**config.mk**
```make
export PLATFORM = sky130hd
export DESIGN_NAME = acw_top
export DESIGN_NICKNAME = d
export VERILOG_FILES = /design/src/pkg/acw_pkg.sv /design/src/hdl/acw_sync.sv /design/src/hdl/acw_clkdiv.sv /design/src/hdl/acw_top.sv
export SDC_FILE = /design/constraint.sdc
export NUM_CORES = 1
export LEC_CHECK = 0
export BUFFER_PORTS_ARGS = -buffer_cell sky130_fd_sc_hd__buf_2
export CAP_MARGIN = 30
export CORE_MARGIN = 2
export CORE_UTILIZATION = 54
export DETAILED_ROUTE_END_ITERATION = 8
export PLACE_DENSITY = 0.92
export SLEW_MARGIN = 5
export SYNTH_ARGS = -nofsm -noshare
export SYNTH_HDL_FRONTEND = slang
export SYNTH_SLANG_ARGS = --single-unit
```
**constraint.sdc**
```tcl
create_clock -name MCLK -period 3.1 [get_ports MCLK]
set_input_delay 0.465 -clock MCLK [delete_from_list [all_inputs] [get_ports MCLK]]
set_output_delay 0.465 -clock MCLK [all_outputs]
set_load 0.005 [all_outputs]
```
**src/pkg/acw_pkg.sv**
```systemverilog
// Purpose: Shared constants and types for the converter control block
// Assumes: AXI4-Lite, 32-bit data, one aligned word per 8-bit register
// Notes:   Register data sits in bits 7:0, upper bits read as zero
package acw_pkg;

  // Byte addresses
  localparam logic [7:0] A_CTL  = 8'h00;
  localparam logic [7:0] A_OFS  = 8'h04;
  localparam logic [7:0] A_RHI  = 8'h08;
  localparam logic [7:0] A_RNIB = 8'h0c;
  localparam logic [7:0] A_RLO  = 8'h10;
  localparam logic [7:0] A_STAT = 8'h14;
  localparam logic [7:0] A_MASK = 8'h18;

  // Control register fields
  localparam int CTL_REF  = 7;
  localparam int CTL_RATE = 5;
  localparam int CTL_RUN  = 4;
  localparam int CTL_PWR  = 3;
  localparam int CTL_CH   = 0;

  // Offset register fields
  localparam int OFS_CAL  = 7;
  localparam int OFS_SIGN = 6;
  localparam int OFS_MAG  = 3;
  localparam int OFS_LVL  = 1;
  localparam int OFS_INT  = 0;

  // Status and wake register fields
  localparam int ST_LVDN = 7;
  localparam int ST_LVF  = 6;
  localparam int ST_CDF  = 5;
  localparam int ST_CMF  = 4;
  localparam int ST_WAKE = 0;

  // Reset values
  localparam logic [7:0] CTL_RST  = 8'h00;
  localparam logic [7:0] OFS_RST  = 8'h00;
  localparam logic [7:0] MASK_RST = 8'h00;
  localparam logic       LVDN_RST = 1'b1;

  // Converter clock half periods in MCLK cycles, per rate code
  localparam logic [3:0] HALF_R0 = 4'h8;
  localparam logic [3:0] HALF_R1 = 4'h4;
  localparam logic [3:0] HALF_R2 = 4'h2;
  localparam logic [3:0] HALF_R3 = 4'h1;

  localparam logic [1:0] RESP_OKAY   = 2'h0;
  localparam logic [1:0] RESP_SLVERR = 2'h2;
  localparam logic [11:0] RES_MAX    = 12'hfff;

  // Drive bundle towards the analog converter macro
  typedef struct packed {
    logic       start;
    logic       power;
    logic       ref_ext;
    logic       int_ref_on;
    logic [1:0] int_ref_lvl;
    logic [3:0] chan;
  } acw_conv_t;

  // Shared reference / timer input / port pin function
  typedef struct packed {
    logic is_ref;
    logic is_timer;
    logic is_port;
  } acw_pin_t;

endpackage

```
**src/hdl/acw_sync.sv**
```systemverilog
// Purpose: Three-stage synchroniser for pin inputs
// Assumes: Inputs are asynchronous levels
// Notes:   Output follows only once stages two and three agree
`timescale 1ns/1ps
module acw_sync #(
  parameter int W = 2
) (
  input  wire logic         clk,
  input  wire logic         rst_b,
  input  wire logic [W-1:0] din,
  output logic      [W-1:0] dout
);

  typedef struct packed {
    logic [W-1:0] s1;
    logic [W-1:0] s2;
    logic [W-1:0] s3;
    logic [W-1:0] o;
  } acw_sync_st_t;

  acw_sync_st_t q;
  acw_sync_st_t d;

  always_comb begin
    d    = q;
    d.s1 = din;
    d.s2 = q.s1;
    d.s3 = q.s2;
    for (int i = 0; i < W; i++) begin
      if (q.s2[i] == q.s3[i]) begin
        d.o[i] = q.s3[i];
      end
    end
  end

  always_ff @(posedge clk or negedge rst_b) begin
    if (!rst_b) begin
      q <= '0;
    end else begin
      q <= d;
    end
  end

  assign dout = q.o;

endmodule

```
**src/hdl/acw_clkdiv.sv**
```systemverilog
// Purpose: Converter clock generator from MCLK
// Assumes: Rate code 00 divides by 16
// Notes:   Held low while the converter is powered down
`timescale 1ns/1ps
module acw_clkdiv (
  input  wire logic       clk,
  input  wire logic       rst_b,
  input  wire logic       en,
  input  wire logic [1:0] rate,
  output logic            clk_out
);

  typedef struct packed {
    logic [3:0] cnt;
    logic       ck;
  } acw_div_st_t;

  acw_div_st_t q;
  acw_div_st_t d;
  logic [3:0]  half;

  always_comb begin
    case (rate)
      2'h0:    half = acw_pkg::HALF_R0;
      2'h1:    half = acw_pkg::HALF_R1;
      2'h2:    half = acw_pkg::HALF_R2;
      default: half = acw_pkg::HALF_R3;
    endcase
    d = q;
    if (!en) begin
      d = '0;
    end else if (q.cnt >= half - 4'h1) begin
      d.cnt = 4'h0;
      d.ck  = ~q.ck;
    end else begin
      d.cnt = q.cnt + 4'h1;
    end
  end

  always_ff @(posedge clk or negedge rst_b) begin
    if (!rst_b) begin
      q <= '0;
    end else begin
      q <= d;
    end
  end

  assign clk_out = q.ck;

endmodule

```
**src/hdl/acw_top.sv**
```systemverilog
// Purpose: Converter control, result and wake-flag registers over AXI4-Lite
// Assumes: Analog macro and pin logic run on MCLK; pins CMP_OUT, LVD_LOW async
// Notes:   Offset calibration is applied digitally to the raw result
// How it works
// - Control bit 7 picks supply (0) or external reference pin (1).
// - Shared pin priority: reference, then timer input, then port bit.
// - Clock-rate field 00 runs converter at one sixteenth of MCLK.
// - Writing 1 to run starts conversion; only hardware clears it.
// - Power bit 0 holds converter powered down, 1 lets it run.
// - Channel select picks inputs 0..7, or op-amp / quarter supply.
// - Channel select changes only while done flag and run are low.
// - Offset bit 7 enables calibration, bit 6 gives polarity.
// - Offset magnitude field applies twice its value in LSBs.
// - Reference level field selects level; nonzero turns reference on.
// - Offset bit 0 routes internal channels to converter input.
// - Completion loads result, clears run, sets done flag together.
// - Result reads as bits 11..4, nibble 11..8, and bits 7..0.
// - Status flags set only by hardware; software may only clear.
// - Status read returns stored contents ANDed with mask register.
// - Bit 7 reads 0 while supply low, else 1.
// - Comparator change and conversion end set flags until cleared.
// - Wake enables let each event wake the CPU; all reset 0.
//
// The AXI4-Lite interface to the registers and the address map were chosen for this implementation.
`timescale 1ns/1ps
module acw_top (
  input  wire logic               MCLK,
  input  wire logic               RST_B,
  input  wire logic [7:0]         S_AXI_AWADDR,
  input  wire logic               S_AXI_AWVALID,
  output logic                    S_AXI_AWREADY,
  input  wire logic [31:0]        S_AXI_WDATA,
  input  wire logic [3:0]         S_AXI_WSTRB,
  input  wire logic               S_AXI_WVALID,
  output logic                    S_AXI_WREADY,
  output logic [1:0]              S_AXI_BRESP,
  output logic                    S_AXI_BVALID,
  input  wire logic               S_AXI_BREADY,
  input  wire logic [7:0]         S_AXI_ARADDR,
  input  wire logic               S_AXI_ARVALID,
  output logic                    S_AXI_ARREADY,
  output logic [31:0]             S_AXI_RDATA,
  output logic [1:0]              S_AXI_RRESP,
  output logic                    S_AXI_RVALID,
  input  wire logic               S_AXI_RREADY,
  input  wire logic               CONV_DONE,
  input  wire logic [11:0]        CONV_DATA,
  input  wire logic               CMP_OUT,
  input  wire logic               LVD_LOW,
  input  wire logic               PORT_CHANGE,
  input  wire logic               TIMER_SOURCE_SEL,
  output acw_pkg::acw_conv_t      CONV,
  output logic                    CONV_CLK,
  output acw_pkg::acw_pin_t       SHARED_PIN,
  output logic                    CONV_DONE_FLAG,
  output logic                    COMPARATOR_FLAG,
  output logic                    LOW_VOLT_FLAG,
  output logic                    WAKE_REQ
);

  typedef struct packed {
    // Converter control
    logic        ref_source_sel;
    logic [1:0]  conv_clk_rate;
    logic        conv_run;
    logic        conv_power;
    logic [2:0]  chan_sel;
    // Offset calibration
    logic        offset_cal_en;
    logic        offset_sign;
    logic [2:0]  offset_magnitude;
    logic [1:0]  int_ref_level;
    logic        internal_chan_en;
    // Results and flags
    logic [11:0] result;
    logic        low_volt_state_n;
    logic        low_volt_flag;
    logic        conv_done_flag;
    logic        comparator_flag;
    logic [3:0]  wake_en;
    logic [7:0]  irq_mask;
    logic        busy;
    logic        cmp_prev;
    // Registered outputs
    acw_pkg::acw_conv_t conv;
    acw_pkg::acw_pin_t  pin;
    logic        wake_req;
    // Bus slave
    logic        aw_got;
    logic        w_got;
    logic [7:0]  waddr;
    logic [7:0]  wdata;
    logic        wlane0;
    logic        awready;
    logic        wready;
    logic        bvalid;
    logic [1:0]  bresp;
    logic        arready;
    logic        rvalid;
    logic [1:0]  rresp;
    logic [31:0] rdata;
  } acw_state_t;

  acw_state_t  q;
  acw_state_t  d;
  logic [1:0]  pin_s;
  logic        cmp_s;
  logic        lvd_n_s;
  logic [12:0] adj;
  logic [12:0] offs;
  logic [7:0]  status;
  logic [7:0]  rd_byte;
  logic        rd_hit;
  logic        wr_go;

  acw_sync #(
    .W(2)
  ) u_sync (
    .clk   (MCLK),
    .rst_b (RST_B),
    .din   ({CMP_OUT, LVD_LOW}),
    .dout  (pin_s)
  );

  // Converter clock stops while powered down to save the analog current
  acw_clkdiv u_div (
    .clk     (MCLK),
    .rst_b   (RST_B),
    .en      (q.conv_power),
    .rate    (q.conv_clk_rate),
    .clk_out (CONV_CLK)
  );

  assign cmp_s   = pin_s[1];
  assign lvd_n_s = ~pin_s[0];

  // Offset correction saturates rather than wrapping at the range ends
  always_comb begin
    offs = {9'h000, q.offset_magnitude, 1'b0};
    adj  = {1'b0, CONV_DATA};
    if (q.offset_cal_en) begin
      if (q.offset_sign) begin
        adj = adj + offs;
        if (adj[12]) begin
          adj = {1'b0, acw_pkg::RES_MAX};
        end
      end else if (adj < offs) begin
        adj = 13'h0000;
      end else begin
        adj = adj - offs;
      end
    end
  end

  // Masked view of status and wake register
  always_comb begin
    status = {q.low_volt_state_n, q.low_volt_flag, q.conv_done_flag,
              q.comparator_flag, q.wake_en} & q.irq_mask;
  end

  always_comb begin
    rd_hit  = 1'b1;
    rd_byte = 8'h00;
    case (S_AXI_ARADDR)
      acw_pkg::A_CTL:  rd_byte = {q.ref_source_sel, q.conv_clk_rate, q.conv_run,
                                  q.conv_power, q.chan_sel};
      acw_pkg::A_OFS:  rd_byte = {q.offset_cal_en, q.offset_sign, q.offset_magnitude,
                                  q.int_ref_level, q.internal_chan_en};
      acw_pkg::A_RHI:  rd_byte = q.result[11:4];
      acw_pkg::A_RNIB: rd_byte = {4'h0, q.result[11:8]};
      acw_pkg::A_RLO:  rd_byte = q.result[7:0];
      acw_pkg::A_STAT: rd_byte = status;
      acw_pkg::A_MASK: rd_byte = q.irq_mask;
      default:         rd_hit  = 1'b0;
    endcase
  end

  always_comb begin
    d       = q;
    wr_go   = q.aw_got & q.w_got & ~q.bvalid;
    d.conv.start = 1'b0;

    // Write address and data may arrive in either order
    if (S_AXI_AWVALID && q.awready) begin
      d.aw_got = 1'b1;
      d.waddr  = S_AXI_AWADDR;
    end
    if (S_AXI_WVALID && q.wready) begin
      d.w_got  = 1'b1;
      d.wdata  = S_AXI_WDATA[7:0];
      d.wlane0 = S_AXI_WSTRB[0];
    end
    if (q.bvalid && S_AXI_BREADY) begin
      d.bvalid = 1'b0;
    end

    if (wr_go) begin
      d.aw_got = 1'b0;
      d.w_got  = 1'b0;
      d.bvalid = 1'b1;
      d.bresp  = acw_pkg::RESP_OKAY;
      case (q.waddr)
        acw_pkg::A_CTL: begin
          if (q.wlane0) begin
            d.ref_source_sel = q.wdata[acw_pkg::CTL_REF];
            d.conv_clk_rate  = q.wdata[acw_pkg::CTL_RATE +: 2];
            d.conv_power     = q.wdata[acw_pkg::CTL_PWR];
            // A written 0 on run is ignored
            if (q.wdata[acw_pkg::CTL_RUN]) begin
              d.conv_run = 1'b1;
            end
            if (!q.conv_done_flag && !q.conv_run) begin
              d.chan_sel = q.wdata[acw_pkg::CTL_CH +: 3];
            end
          end
        end
        acw_pkg::A_OFS: begin
          if (q.wlane0) begin
            d.offset_cal_en    = q.wdata[acw_pkg::OFS_CAL];
            d.offset_sign      = q.wdata[acw_pkg::OFS_SIGN];
            d.offset_magnitude = q.wdata[acw_pkg::OFS_MAG +: 3];
            d.int_ref_level    = q.wdata[acw_pkg::OFS_LVL +: 2];
            d.internal_chan_en = q.wdata[acw_pkg::OFS_INT];
          end
        end
        acw_pkg::A_STAT: begin
          if (q.wlane0) begin
            // Flags clear on a written 0, a written 1 leaves them alone
            d.low_volt_flag   = q.low_volt_flag & q.wdata[acw_pkg::ST_LVF];
            d.conv_done_flag  = q.conv_done_flag & q.wdata[acw_pkg::ST_CDF];
            d.comparator_flag = q.comparator_flag & q.wdata[acw_pkg::ST_CMF];
            d.wake_en         = q.wdata[acw_pkg::ST_WAKE +: 4];
          end
        end
        acw_pkg::A_MASK: begin
          if (q.wlane0) begin
            d.irq_mask = q.wdata;
          end
        end
        acw_pkg::A_RHI, acw_pkg::A_RNIB, acw_pkg::A_RLO: begin
          d.bresp = acw_pkg::RESP_OKAY;
        end
        default: d.bresp = acw_pkg::RESP_SLVERR;
      endcase
    end

    d.awready = ~d.aw_got & ~d.bvalid;
    d.wready  = ~d.w_got & ~d.bvalid;

    // Read channel, one outstanding read
    if (q.rvalid && S_AXI_RREADY) begin
      d.rvalid = 1'b0;
    end
    if (S_AXI_ARVALID && q.arready) begin
      d.rvalid = 1'b1;
      d.rdata  = {24'h000000, rd_byte};
      d.rresp  = rd_hit ? acw_pkg::RESP_OKAY : acw_pkg::RESP_SLVERR;
    end
    d.arready = ~d.rvalid;

    // Run waits for power before the macro sees a start
    if (q.conv_run && q.conv_power && !q.busy) begin
      d.busy       = 1'b1;
      d.conv.start = 1'b1;
    end

    // Hardware events applied last so a set beats a same-cycle clear
    if (q.busy && CONV_DONE) begin
      d.result         = adj[11:0];
      d.conv_run       = 1'b0;
      d.busy           = 1'b0;
      d.conv_done_flag = 1'b1;
    end
    d.cmp_prev = cmp_s;
    if (cmp_s != q.cmp_prev) begin
      d.comparator_flag = 1'b1;
    end
    d.low_volt_state_n = lvd_n_s;
    if (lvd_n_s != q.low_volt_state_n) begin
      d.low_volt_flag = 1'b1;
    end

    // Registered converter and pin drives
    d.conv.power       = d.conv_power;
    d.conv.ref_ext     = d.ref_source_sel;
    d.conv.int_ref_lvl = d.int_ref_level;
    d.conv.int_ref_on  = |d.int_ref_level;
    if (d.internal_chan_en) begin
      d.conv.chan = {1'b1, d.chan_sel[2], 2'h0};
    end else begin
      d.conv.chan = {1'b0, d.chan_sel};
    end
    d.pin.is_ref   = d.ref_source_sel;
    d.pin.is_timer = ~d.ref_source_sel & TIMER_SOURCE_SEL;
    d.pin.is_port  = ~d.ref_source_sel & ~TIMER_SOURCE_SEL;

    d.wake_req = (d.conv_done_flag & d.wake_en[3]) |
                 (d.comparator_flag & d.wake_en[2]) |
                 (PORT_CHANGE & d.wake_en[1]) |
                 (d.low_volt_flag & d.wake_en[0]);
  end

  always_ff @(posedge MCLK or negedge RST_B) begin
    if (!RST_B) begin
      q                  <= '0;
      q.ref_source_sel   <= acw_pkg::CTL_RST[acw_pkg::CTL_REF];
      q.conv_power       <= acw_pkg::CTL_RST[acw_pkg::CTL_PWR];
      q.offset_cal_en    <= acw_pkg::OFS_RST[acw_pkg::OFS_CAL];
      q.internal_chan_en <= acw_pkg::OFS_RST[acw_pkg::OFS_INT];
      q.irq_mask         <= acw_pkg::MASK_RST;
      q.low_volt_state_n <= acw_pkg::LVDN_RST;
    end else begin
      q <= d;
    end
  end

  assign S_AXI_AWREADY   = q.awready;
  assign S_AXI_WREADY    = q.wready;
  assign S_AXI_BRESP     = q.bresp;
  assign S_AXI_BVALID    = q.bvalid;
  assign S_AXI_ARREADY   = q.arready;
  assign S_AXI_RDATA     = q.rdata;
  assign S_AXI_RRESP     = q.rresp;
  assign S_AXI_RVALID    = q.rvalid;
  assign CONV            = q.conv;
  assign SHARED_PIN      = q.pin;
  assign CONV_DONE_FLAG  = q.conv_done_flag;
  assign COMPARATOR_FLAG = q.comparator_flag;
  assign LOW_VOLT_FLAG   = q.low_volt_flag;
  assign WAKE_REQ        = q.wake_req;

endmodule

```
==> impl_results.md <==
* Maximum level of the CTS H-tree at 3
* CP Cell Sequence: inv_1 > ha_1 > nor2b_1 > or4_1 > nor2_1 > mux2_2 > a21oi_1 > o21ai_0
* Final #Nets at 660
* Clock root cell: clkbuf_8
* Run status: finished, final reports clean
* Clock sinks at 100
* Clk slew on worst S/H paths at roughly 110 ps
* Wire length per cell at approximately 16 um
* WL final at about 12000 um
* Flops & latches, synth at 100
* Finish-stage setup viols at 0
* Share of layout cells above drive strength 1 at 0.273
* Post_cts resized at 0
* DR pass1 iterations at 5
* Reported max-cap violation count at 0
* Antenna cells at 0
* Core area at ~9800 um^2
* Vias in the first global route at between 3000 and 4000
* P&R area growth vs syn at 7.87%
* Syn avg cell area at around 10 um^2
* Largest net degree at the start of global routing at between 50 and 60
* Clock Latency Late Sink at 380 ps
* Max-slew violation count at 0
* Layout Skew at around 16 ps
* CTS Buf Count at 9
* Leading post-synthesis cells by cell area: dfrtp_1 (45%), mux2_2 (9.3%), buf_4 (6.7%), mux2i_1 (3.3%), nand2_1 (2.8%)
* Period utilisation layout at 0.799
* Port Buffers at 81
* Post-Syn Instances at roughly 520
* Worst slew pin tran at roughly 740 ps
* Via count at around 4000
* Fin. Hold Viols at 0
* Top cell type's share of synthesized area at 0.455
* Chip height at roughly 100 um
* TNS Setup at 0 ps
* Crit path DAT at about 2700 ps
* FF-to-FF path depth at 8
* First-pass GRT wire length at 19200 um
* Most frequent cell after synthesis: dfrtp_1
* All-Layer GR Usage at 0.219
* Ys flop type: dfrtp_1
* Peak VDD IR at roughly 0.68 mV
* Vias per Instance at between 5 and 6
* Synth Cell Area at about 5500 um^2
* Shortest period the worst path allows at around 2500 ps
* Cell Rows at 36
* I/O pins at approximately 140
* Hold/Removal Path Class: in2async
* Crit path depth at 8
* Initial antenna violation count at 0
* Non-filler instance count after layout at just over 700
* DP Cell Count at 693
* Hold-fix buffers, CTS at 0
* Ys Warns at 0
* RSZ-0062 raised after global routing: false
* Postcts setup bufs at 0
* Die area at 10900 um^2
* EDFF count, synth at 0
* Chip width at approximately 100 um
* Worst Setup Path Type: reg2reg
* Leak pwr at ~2.8 nW
* Post-synthesis cell type count at 61
* Top cells by count, synth: dfrtp_1 (99), buf_4 (49), mux2_2 (45)
* Drt initial violations at around 340
* Power per cell area at ~600 nW/um^2
* Slowest CP cell: or4_1
* Register area share after synthesis at 0.459
* Worst Hold Slack at about 100 ps
* Fin util at 0.602
* Rel. slew slack at 0.506
* Antenna viol nets, final at 0
* Async SR Flop Fraction at 1.00
* Placer Congestion at 0.853
* Grt ovf at 0
* CTS tree: done
* Buffer and inverter count on the worst path at 1
* DP HPWL at a little under 9000 um
* Worst EP required at 3330 ps
* Critical path fanouts, max at 8
* FMAX at a little over 400 MHz
* Setup crit end kind: register
* Delay-heaviest family, CP: simple AND/OR/NAND/NOR gates
* Fill count at a little over 800
* # DRC at 0
* Critical Path Start Type: register
* Clock Path Buffers at 2
* Cell taking the most area after synthesis: dfrtp_1
* Initial Util at 0.558
* Slowest stage delay, CP at about 520 ps
==> path summary, 6_finish.rpt <==
path | slack, ps | from | endpoint
max in group asynchronous | 2310 | RST_B | q[103]$_DFFE_PN0P_
min | 100 | RST_B | q[55]$_DFFE_PN0P_
min in group MCLK | 180 | CMP_OUT | u_sync.d[5]$_DFF_PN0_
max reg2reg | 620 | offs[3]$_DFFE_PN0P_ | q[99]$_DFFE_PN0P_
min reg2reg | 360 | u_sync.d[4]$_DFF_PN0_ | u_sync.d[2]$_DFF_PN0_
max | 620 | offs[3]$_DFFE_PN0P_ | q[99]$_DFFE_PN0P_
==> report_power, final <==
group,internal (mW),leakage [nW],switching [mW]
sequential,1.60,1.27,0.342
clock,0.312,0.0922,0.487
combinational,0.409,1.45,0.372
total,2.32,2.81,1.20
==> per-layer routing <==
metal	global-route usage	vias to the layer above	wire length [um]
met2	0.351	162	5520
li1	-	1887	-
met4	0.0676	0	230
met5	0	-	0
met1	0.303	1971	5110
met3	0.0426	23	726
==> flip-flops by register name, summed over array words and instances, names as in the netlist, 2 cells and up <==
name / count
u_div.q: 4
q: 53
u_sync.q: 2
u_sync.dout: 2
SHARED_PIN: 3
u_sync.d: 4
CONV: 9
offs: 3
S_AXI_RDATA: 8
==> final cells by class <==
cell class              count  area (um^2)  area share
multi-input cells         365         2530       0.430
well taps                 133          166      0.0283
inverters                  11         41.3     0.00702
repair buffers             84          443      0.0753
flip-flops and latches    100         2500       0.426
clock inverters             7         71.3      0.0121
clock buffers               9          124      0.0211
==> per-stage QoR <==
| stage | power (mW) | setup WS (ps) | cell area, um^2 |
|---|---|---|---|
| final | 3.52 | 623 | 5880 |
| after global routing | 3.72 | 495 | 5880 |
| after CTS | 3.53 | 632 | 5880 |
| after detailed placement | 2.74 | 510 | 5680 |
| after global placement | 2.68 | 561 | 5680 |
| after floorplan | 2.46 | 814 | 5540 |
==> cell families (layout without fill, tap and decap cells) <==
logic type	after synthesis	in the layout	synth area share
compound gates	92	92	0.115
xor+xnor	6	6	0.00964
fa+ha+maj	15	15	0.0363
buf+inv	84	111	0.0937
flops	100	100	0.459
mux	64	64	0.129
other cells	2	27	0.00138
simple gates	161	161	0.156
==> layout by cell type, fill, tap and decap left out, drive strengths merged, types with 4 or more instances in the layout <==
cell type  instances
or3                4
nand2b             7
nand3              9
a31oi             10
nor2              38
nand4              6
nand2             41
xor2               4
a22o               8
a21oi             18
nor2b             17
inv               13
clkbuf             9
o21ai             20
ha                11
o21a               4
conb              27
a22oi              5
o221ai             8
buf               84
dfrtp             99
nor3              14
mux2              46
mux2i             18
No activity file was read; power rests on OpenSTA's default activity.
